**config.mk**
```make
export PLATFORM = sky130hd
export DESIGN_NAME = bpio_top
export DESIGN_NICKNAME = d
export VERILOG_FILES = /design/src/common/bpio_pkg.sv /design/src/rtl/bpio_top.sv
export SDC_FILE = /design/constraint.sdc
export NUM_CORES = 1
export LEC_CHECK = 0
export ABC_AREA = 0
export BUFFER_PORTS_ARGS = -buffer_cell sky130_fd_sc_hd__buf_2
export CAP_MARGIN = 20
export CORE_MARGIN = 1
export CORE_UTILIZATION = 60
export CTS_BUF_LIST = sky130_fd_sc_hd__clkbuf_8
export DETAILED_ROUTE_END_ITERATION = 16
export PLACE_DENSITY = 0.93
export SETUP_SLACK_MARGIN = 0.1
export SYNTH_ARGS = -nofsm -noshare
export SYNTH_HDL_FRONTEND = slang
export SYNTH_SLANG_ARGS = --single-unit
export TNS_END_PERCENT = 20
```
**constraint.sdc**
```tcl
create_clock -name mclk_i -period 4.4 [get_ports mclk_i]
set_clock_uncertainty 0.15 [all_clocks]
set_input_delay 0.44 -clock mclk_i [delete_from_list [all_inputs] [get_ports mclk_i]]
set_output_delay 0.44 -clock mclk_i [all_outputs]
set_load 0.02 [all_outputs]
```
**src/common/bpio_pkg.sv**
```systemverilog
// package for the board pulse-width i/o block: widths, reset values, timing counts
// assumes a single 25 MHz fabric clock and synchronous active-high reset
package bpio_pkg;
  localparam int unsigned CLK_HZ = 25_000_000;
  localparam int unsigned AUDIO_BW_HZ = 5_000;
  localparam int unsigned PWM_OVERSAMPLE = 10;
  localparam int unsigned AUDIO_PWM_MIN_HZ = AUDIO_BW_HZ * PWM_OVERSAMPLE;
  localparam int unsigned PERIOD_BITS = 8;
  localparam int unsigned PWM_PERIOD = 256;
  localparam int unsigned PWM_HZ = CLK_HZ / PWM_PERIOD;
  localparam int unsigned RGB_DUTY_MAX = PWM_PERIOD / 2;
  localparam int unsigned NUM_BTN = 4;
  localparam int unsigned NUM_SW = 2;
  localparam int unsigned NUM_LED = 4;
  localparam int unsigned NUM_RGB = 2;
  localparam int unsigned NUM_COLOR = 3;
  localparam int unsigned NUM_CHAN = NUM_RGB * NUM_COLOR;
  localparam logic [PERIOD_BITS-1:0] CNT_RESET = 8'h00;
  localparam logic [PERIOD_BITS-1:0] DUTY_RESET = 8'h00;
  localparam logic [PERIOD_BITS:0] RGB_LIMIT = 9'h080;
  localparam int unsigned SHIELD_PULSE_US = 10;
  localparam int unsigned SHIELD_PULSE_CYC = (SHIELD_PULSE_US * (CLK_HZ / 1_000_000));

  typedef struct packed {
    logic [NUM_BTN-1:0] btn;
    logic [NUM_SW-1:0] sw;
    logic phy_clk_ok;
    logic sys_rst_btn;
    logic power_good;
  } bpio_pins_t;
endpackage

```
**src/rtl/bpio_top.sv**
```systemverilog
// board pulse-width i/o: rgb led and audio pwm, single leds, buttons, switches, resets
// assumes pin inputs asynchronous to mclk_i; board pull-up on the audio line
// How it works
// - buttons read high only while pressed
// - switch level follows only its position
// - single led lit when pin high
// - each colour lit by its own high input
// - filtered level equals duty times supply
// - reference clock absent while phy held reset
// - program button clears logic and done
// - system reset clears logic, keeps straps
// - system reset button pulses shield reset
// - missing power good holds logic in reset, phy reset released
`timescale 1ns/1ps
`default_nettype none
module bpio_top #(
  parameter int unsigned NUM_LED = bpio_pkg::NUM_LED,
  parameter int unsigned SHIELD_CYC = bpio_pkg::SHIELD_PULSE_CYC
) (
  input wire logic mclk_i,
  input wire logic rst_i,
  input wire logic [bpio_pkg::NUM_BTN-1:0] btn_i,
  input wire logic [bpio_pkg::NUM_SW-1:0] sw_i,
  input wire logic power_good_i,
  input wire logic pl_program_n_i,
  input wire logic system_reset_button_i,
  input wire logic phy_clk_ok_i,
  input wire logic phy_reset_req_i,
  input wire logic [NUM_LED-1:0] led_set_i,
  input wire logic [bpio_pkg::PERIOD_BITS-1:0] rgb_duty_i [bpio_pkg::NUM_CHAN],
  input wire logic [bpio_pkg::PERIOD_BITS-1:0] audio_duty_i,
  input wire logic audio_enable_i,
  output logic [bpio_pkg::NUM_BTN-1:0] btn_o,
  output logic [bpio_pkg::NUM_SW-1:0] sw_o,
  output logic [NUM_LED-1:0] led_o,
  output logic [bpio_pkg::NUM_CHAN-1:0] rgb_o,
  output logic audio_pulse_out_o,
  output logic audio_pulse_out_oe_o,
  output logic audio_mute_n_o,
  output logic phy_reset_n_o,
  output logic ref_clock_valid_o,
  output logic config_done_o,
  output logic shield_reset_o
);
  localparam int unsigned PB = bpio_pkg::PERIOD_BITS;
  localparam int unsigned NC = bpio_pkg::NUM_CHAN;
  localparam int unsigned NP = bpio_pkg::NUM_BTN + bpio_pkg::NUM_SW + 3;

  // elaboration stops on a zero led count, a zero shield count or one the fixed 16-bit shield timer cannot hold
  if (NUM_LED < 1 || SHIELD_CYC < 1 || SHIELD_CYC > 65535) begin : g_bad_param
    $error("bpio_top: unsupported parameter value");
  end
  if (bpio_pkg::PWM_HZ < bpio_pkg::AUDIO_PWM_MIN_HZ) begin : g_slow_pwm
    $error("bpio_top: pulse rate too low for audio");
  end

  typedef struct packed {
    logic [NP-1:0] sync1;
    logic [NP-1:0] sync2;
    logic system_reset_button_prev;
    logic [15:0] shield_cnt;
    logic [PB-1:0] cnt;
    logic [NUM_LED-1:0] led;
    logic [NC-1:0] rgb;
    logic aud_low;
    logic mute_n;
    logic phy_n;
    logic clk_ok;
    logic done;
    logic shield;
    logic [bpio_pkg::NUM_BTN-1:0] btn;
    logic [bpio_pkg::NUM_SW-1:0] sw;
  } bpio_state_t;

  bpio_state_t s_q, s_d;
  bpio_pkg::bpio_pins_t pins;
  logic pl_clear;

  function automatic logic bpio_below(input logic [PB-1:0] c, input logic [PB-1:0] d);
    bpio_below = (c < d);
  endfunction

  always_comb begin
    pins = bpio_pkg::bpio_pins_t'(s_q.sync2);
    s_d = s_q;
    s_d.sync1 = {btn_i, sw_i, phy_clk_ok_i, system_reset_button_i, power_good_i};
    s_d.sync2 = s_q.sync1;
    s_d.system_reset_button_prev = pins.sys_rst_btn;
    s_d.cnt = s_q.cnt + 1'b1;
    s_d.btn = pins.btn;
    s_d.sw = pins.sw;
    s_d.led = led_set_i;
    for (int i = 0; i < NC; i++) begin
      // clamp so a steady high never reaches the led
      s_d.rgb[i] = bpio_below(s_q.cnt, rgb_duty_i[i]) &&
                   ({1'b0, s_q.cnt} < bpio_pkg::RGB_LIMIT);
    end
    // duty/period sets the filtered level
    s_d.aud_low = !bpio_below(s_q.cnt, audio_duty_i);
    s_d.mute_n = audio_enable_i;
    s_d.phy_n = !phy_reset_req_i;
    s_d.clk_ok = s_q.phy_n && pins.phy_clk_ok;
    s_d.done = 1'b1;
    if (pins.sys_rst_btn && !s_q.system_reset_button_prev) begin
      s_d.shield_cnt = 16'(SHIELD_CYC);
    end else if (s_q.shield_cnt != 16'h0000) begin
      s_d.shield_cnt = s_q.shield_cnt - 16'h0001;
    end
    s_d.shield = (s_d.shield_cnt != 16'h0000);
    if (pl_clear) begin
      // straps are not held here, so nothing resamples them
      // synchronisers and the shield timer run on, so the pulse lasts at least SHIELD_CYC cycles
      s_d.cnt = bpio_pkg::CNT_RESET;
      s_d.led = '0;
      s_d.rgb = '0;
      s_d.aud_low = 1'b0;
      s_d.mute_n = 1'b0;
      s_d.phy_n = 1'b1;
      s_d.clk_ok = 1'b0;
      s_d.done = 1'b0;
      s_d.btn = '0;
      s_d.sw = '0;
      s_d.shield = s_d.shield || pins.sys_rst_btn;
    end
  end

  // program button, system reset button and missing power good all clear the logic
  assign pl_clear = !pl_program_n_i || pins.sys_rst_btn || !pins.power_good;

  always_ff @(posedge mclk_i) begin
    if (rst_i) begin
      s_q <= '0;
      s_q.phy_n <= 1'b1;
    end else begin
      s_q <= s_d;
    end
  end

  assign btn_o = s_q.btn;
  assign sw_o = s_q.sw;
  assign led_o = s_q.led;
  assign rgb_o = s_q.rgb;
  assign audio_pulse_out_o = 1'b0;
  assign audio_pulse_out_oe_o = s_q.aud_low;
  assign audio_mute_n_o = s_q.mute_n;
  assign phy_reset_n_o = s_q.phy_n;
  assign ref_clock_valid_o = s_q.clk_ok;
  assign config_done_o = s_q.done;
  assign shield_reset_o = s_q.shield;

  // every output but the tied-low audio_pulse_out_o is registered, so each check looks one edge after its cause
  a_rgb_half_duty: assert property (@(posedge mclk_i) disable iff (rst_i)
    ($past(s_q.cnt) >= bpio_pkg::RGB_DUTY_MAX) |-> rgb_o == '0)
    else $error("rgb lit past half period");
  a_clk_absent: assert property (@(posedge mclk_i) disable iff (rst_i)
    !phy_reset_n_o |=> !ref_clock_valid_o)
    else $error("ref clock valid while phy in reset");
  a_prog_clear: assert property (@(posedge mclk_i) disable iff (rst_i)
    !pl_program_n_i |=> !config_done_o && rgb_o == '0 && led_o == '0)
    else $error("program did not clear logic");
  a_shield_follow: assert property (@(posedge mclk_i) disable iff (rst_i)
    $rose(s_q.sync2[1]) |=> shield_reset_o)
    else $error("shield reset not raised");
  a_power_good_hold: assert property (@(posedge mclk_i) disable iff (rst_i)
    !s_q.sync2[0] |=> !config_done_o && !audio_mute_n_o)
    else $error("logic active without power good");
  a_btn_lat: assert property (@(posedge mclk_i) disable iff (rst_i)
    !pl_clear && !$past(pl_clear) |=> btn_o == $past(s_q.sync2[bpio_pkg::NUM_SW+3 +: 4]))
    else $error("button path wrong");
  a_sw_lat: assert property (@(posedge mclk_i) disable iff (rst_i)
    !pl_clear |=> sw_o == $past(s_q.sync2[4:3]))
    else $error("switch path wrong");
  a_led_follow: assert property (@(posedge mclk_i) disable iff (rst_i)
    !pl_clear |=> led_o == $past(led_set_i))
    else $error("led does not follow");
  a_audio_zero: assert property (@(posedge mclk_i) disable iff (rst_i)
    !pl_clear && audio_duty_i == 8'h00 |=> audio_pulse_out_oe_o)
    else $error("zero duty released line");
  a_audio_release: assert property (@(posedge mclk_i) disable iff (rst_i)
    !pl_clear && s_q.cnt < audio_duty_i |=> !audio_pulse_out_oe_o)
    else $error("audio line pulled low inside pulse");
  a_audio_level: assert property (@(posedge mclk_i) disable iff (rst_i)
    !pl_clear && s_q.cnt >= audio_duty_i |=> audio_pulse_out_oe_o)
    else $error("audio line released past pulse");
  a_mute_follow: assert property (@(posedge mclk_i) disable iff (rst_i)
    !pl_clear |=> audio_mute_n_o == $past(audio_enable_i))
    else $error("mute does not follow enable");
  a_cnt_step: assert property (@(posedge mclk_i) disable iff (rst_i)
    !pl_clear |=> s_q.cnt == PB'($past(s_q.cnt) + 1'b1))
    else $error("period counter skipped");
  a_rgb_off: assert property (@(posedge mclk_i) disable iff (rst_i)
    !pl_clear && s_q.cnt >= rgb_duty_i[0] |=> !rgb_o[0])
    else $error("colour lit past its duty");
  a_clear_outputs: assert property (@(posedge mclk_i) disable iff (rst_i)
    pl_clear |=> rgb_o == '0 && !audio_pulse_out_oe_o && !config_done_o && !audio_mute_n_o)
    else $error("clear left outputs active");
  a_pins_clear: assert property (@(posedge mclk_i) disable iff (rst_i)
    pl_clear |=> btn_o == '0 && sw_o == '0)
    else $error("clear left inputs visible");
  a_shield_hold: assert property (@(posedge mclk_i) disable iff (rst_i)
    s_q.sync2[1] |=> shield_reset_o)
    else $error("shield reset dropped while held");
  a_shield_load: assert property (@(posedge mclk_i) disable iff (rst_i)
    $rose(s_q.sync2[1]) |=> s_q.shield_cnt == 16'(SHIELD_CYC))
    else $error("shield timer not loaded");
  a_phy_follow: assert property (@(posedge mclk_i) disable iff (rst_i)
    1'b1 |=> phy_reset_n_o == ($past(pl_clear) || !$past(phy_reset_req_i)))
    else $error("phy reset does not follow request");
  a_ref_clock_ok: assert property (@(posedge mclk_i) disable iff (rst_i)
    !pl_clear && phy_reset_n_o && s_q.sync2[2] |=> ref_clock_valid_o)
    else $error("ref clock not reported valid");
endmodule // bpio_top
`default_nettype wire

```
# [Word-level counts from Yosys, hierarchy flattened]
# Index checks and enable logic that the tools add are counted.
[totals] ff_bits=65 in_bits=74 word_cells=47
[classes] add_sub_neg=2 order_cmp=8 mux=3 n_reduce_logical=19
[op_table] op="8-bit < comparator" count=7
[op_table] op="16-bit two-way mux" count=2
[op_table] op="16-bit nonzero test" count=2
[op_table] op="16-bit by 1-bit subtractor with 16-bit output (second input constant)" count=1
[op_table] op="8-bit by 1-bit adder with 8-bit output (second input constant)" count=1
[op_table] op="1-bit logical AND" count=8
[op_table] op="8-bit < comparator (second input constant)" count=1
[op_table] op="8-bit two-way mux" count=1
[op_table] op="1-bit zero test" count=5
[op_table] op="1-bit logical OR" count=3
[op_table] op="2-bit OR reduction" count=1

# [Longest topological paths before layout]
[logic_depth] word_depth=6 mapped_depth=9 depth_no_buf=9

# [Worst setup path before layout]
# No wires, ideal clock.
[synth_timing] path_type="flip-flop to flip-flop" start="register s_q[30] (netlist name)" end="register s_q, in the netlist shield_reset_o" setup_ps=145 arrival_time_ps=1804 path_slack_ps=2301 stages_incl_launch_ff=10 n_path_buf=0 period_less_slack_ps=2099 path_cell_list="dfxtp_1 -> inv_1 -> ha_1 -> nor3b_1 -> nand4_4 -> nand2_4 -> a211oi_1 -> nand2_1 -> a2111oi_0 -> a41oi_1"
[synth_between] elab_chain_cells=6 word_cells_on_any_way=7 classes_between="add/sub: 1; mux: 3; reduce/logical: 3"
[synth_lines] item="start: declaration" line="bpio_top.sv:75" source="bpio_state_t s_q, s_d;"
[synth_lines] item="16-bit by 1-bit subtractor with 16-bit output or 16-bit nonzero test (tied branches)" line="bpio_top.sv:107, bpio_top.sv:106"
[synth_lines] item="16-bit two-way mux *" line="bpio_top.sv:106" source="end else if (s_q.shield_cnt != 16'h0000) begin"
[synth_lines] item="16-bit two-way mux *" line="bpio_top.sv:104" source="if (pins.sys_rst_btn && !s_q.system_reset_button_prev) begin"
[synth_lines] item="16-bit nonzero test *" line="bpio_top.sv:109" source="s_d.shield = (s_d.shield_cnt != 16'h0000);"
[synth_lines] item="1-bit logical OR" line="bpio_top.sv:123" source="s_d.shield = s_d.shield || pins.sys_rst_btn;"
[synth_lines] item="8-bit two-way mux *" line="bpio_top.sv:110" source="if (pl_clear) begin"
# Every way passes the cells marked *; elsewhere a longest branch is shown, timed or not.
# A chain may end at the register's enable or synchronous reset.

# [Worst setup path after layout]
# Ends and elaborated chain as after synthesis.

==> metrics.csv <==
metric,value,unit
port_buffers,95,
p_seq_share,36.7,%
syn_area,3850,sq um
met3_usage,7.80,%
grt.total_usage,25.2,%
antenna_found_initial,0,
gp_congestion,0.820,
grt_max_degree,31,
rr_endpoint,shield_reset_o$_SDFF_PP0_,
cp.arrival,2.47,ns
final.setup.worst_slack,1.99,ns
setup_viol,0,
cts_resized,0,
drt_iter0_drc,71,
grt.met1_usage,26.4,%
setup_tns,0,ns
wl,7930,um
cts_root_buf,clkbuf_8,
finalInstanceArea,4390,sq um
timing.final.crit_period,2.41,ns
cts_setup_buffers,0,
use_met2,46.4,%
rsz0062_at_grt,no,
status,"finished, final reports clean",
hold_viol,0,
yosys-top-cells-area,"dfxtp_1 34%, ha_1 17%, inv_1 5.1%, nor2b_1 4.4%, a21o_1 3.7%",
postLayoutCoreUtil,72.5,%
dr.pass1.iters,4,
final_common_cell,buf_2,
grt_pass1_vias,2936,
synth_edf_count,0,
final_cell_mix,"95 x buf_2, 65 x dfxtp_1, 52 x inv_1, 52 x ha_1, 28 x nor2_1",
clkPwrFrac,24.6,%
clk_path_buf_depth,2,
yosysTopAreaCell,dfxtp_1,
vias,2999,
ys_async_sr_fraction,0,%
die-width,82.1,um
syn_avg_cell_area,9.19,sq um
overflow,0,
clock_sinks,65,
drc_errors,0,
powerDensity,490,nW/um^2
whs,0.103,ns
grt_pass1_wl,12600,um
ys_types,53,
core_area,6060,sq um
r2r_setup_slack,1.99,ns
cts_hold_buf,0,
ys_seq_area_share,33.8,%
initial_core_util,63.5,%
place_ws,1.80,ns
intPower,1.32,mW
criticalPathCategory,reg -> reg,
whs_endpoint,phy_reset_n_o$_SDFF_PP1_,
place_area,4190,sq um
power_frac_comb,38.7,%
clkLatencyLatePin,0.35,ns
r2r-start,s_q[30]$_SDFF_PP0_,
worstPathRequired,4.46,ns
fin_crit_sh,54.8,%
core.rowCount,28,
setup.worst_path.end_class,register,
drive_above_1_share,27.0,%
ios,97,
report.final.slew_viol_count,0,
drv_cap,0,
reg2reg_depth,9,
clkTransAtPathRegs,0.08,ns
ys.flop_type,dfxtp_1,
avgRoutedWirePerCell,13.8,um
antennaDiodeCount,0,
net-switching-power,0.829,mW
floorplan.die_area,6740,sq um
vdd_drop_max,0.507,mV
whs_path_depth,2,
numCtsBuffers,9,
total_leakage_power,2.41,nW
drtAntennaViolNets,0,
die_height,82.1,um
swShare,38.5,%
min_path_type,in -> reg,
fmax,415,MHz
ys_ff_latch,65,
cts_tree,built,
critPathMaxFanout,8,
yosysTopAreaCellShare,33.8,%
top_usage_layer,met2,
syn-num-nets,545,
htreeDepth,3,
startpoint_type,register,
dp_hpwl,6070,um
synthCells,419,
ys_warn_count,0,
holdCritStartpoint,phy_reset_req_i,
area_growth_syn_to_layout,14.1,%
fin_nets,621,
vias_per_cell,5.22,
[worst max-delay path: stages, from the launching register on]
cell and delay [ns]:
dfxtp_1 0.39, inv_1 0.10, ha_1 0.21, nor3b_1 0.16, nand4_4 0.16, nand2_4 0.12, a211oi_1 0.27, nand2_1 0.07
a2111oi_0 0.45, a41oi_1 0.18
[routing by layer]
metal	vias to the layer above	part of all wire, %
met5	-	0
met4	0	1.8
met1	1367	41
met3	18	4.7
met2	87	52
li1	1527	-
[registers in the layout, indices dropped and copies added, names as in the netlist]
signal,count
ref_clock_valid_o,1
led_o,4
rgb_o,6
s_q,25
audio_pulse_out_oe_o,1
phy_reset_n_o,1
config_done_o,1
shield_reset_o,1
s_d,9
btn_o,4
audio_mute_n_o,1
pins,9
sw_o,2
[how the worst max path moves through the flow]
stage,start,to,cells after the start
after floorplan,s_q[30]$_SDFF_PP0_,shield_reset_o$_SDFF_PP0_,9
after global placement,rst_i,rgb_o[0]$_SDFF_PP0_,6
after detailed placement,rst_i,rgb_o[4]$_SDFF_PP0_,6
after CTS,s_q[30]$_SDFF_PP0_,shield_reset_o$_SDFF_PP0_,9
after global routing,s_q[30]$_SDFF_PP0_,shield_reset_o$_SDFF_PP0_,9
final,s_q[30]$_SDFF_PP0_,shield_reset_o$_SDFF_PP0_,9
[power groups by stage]
stage / combinational, mW / clock, mW / sequential [mW]
2_1_floorplan: 0.730 / 0 / 0.758
3_3_place_gp: 0.787 / 0 / 0.793
3_5_place_dp: 0.819 / 0 / 0.799
4_1_cts: 0.827 / 0.536 / 0.788
5_1_grt: 0.911 / 0.568 / 0.803
6_report: 0.832 / 0.530 / 0.790
[layout make-up]
class                           instances  area [sq um]
Clock buffer                            9           124
Clock inverter                          7          82.6
Fill cell                             426          1670
Inverter                               52           195
Multi-Input combinational cell        272          2120
Sequential cell                        65          1300
Tap cell                               75          93.8
Timing Repair Buffer                   95           475
[Yosys cell counts, types with 3 or more instances]
library cell   n
dfxtp_1       65
ha_1          52
inv_1         52
nor2_1        28
nor2b_1       27
a21o_1        19
buf_4         17
a21oi_1       15
and2_1        12
nand2b_1      11
xnor2_1       11
o21ai_0       10
a211oi_1       8
xor2_1         8
nand3_1        7
nor4_1         7
nand2_1        6
nor3_1         6
or2_2          6
buf_6          5
clkbuf_1       5
and3_1         3
[logic make-up (layout without fill, tap and decap cells)]
group / Yosys count / in the layout / share of synthesized area, %
other: 1 / 1 / 0.0974
DFF: 65 / 65 / 33.8
buffers and inverters: 82 / 163 / 11.1
adders and majority gates: 52 / 52 / 16.9
xor gates and xnor gates: 20 / 20 / 4.74
and+or+nand+nor: 136 / 136 / 22.4
muxes: 1 / 1 / 0.260
AOI/OAI and AO/OA: 62 / 62 / 10.7
[stage by stage]
stage / std cells / power (mW)
2_1_floorplan: 419 / 1.49
3_3_place_gp: 559 / 1.58
3_5_place_dp: 559 / 1.62
4_1_cts: 575 / 2.15
5_1_grt: 575 / 2.28
6_report: 575 / 2.15
Power figures use the tool's default switching activity.
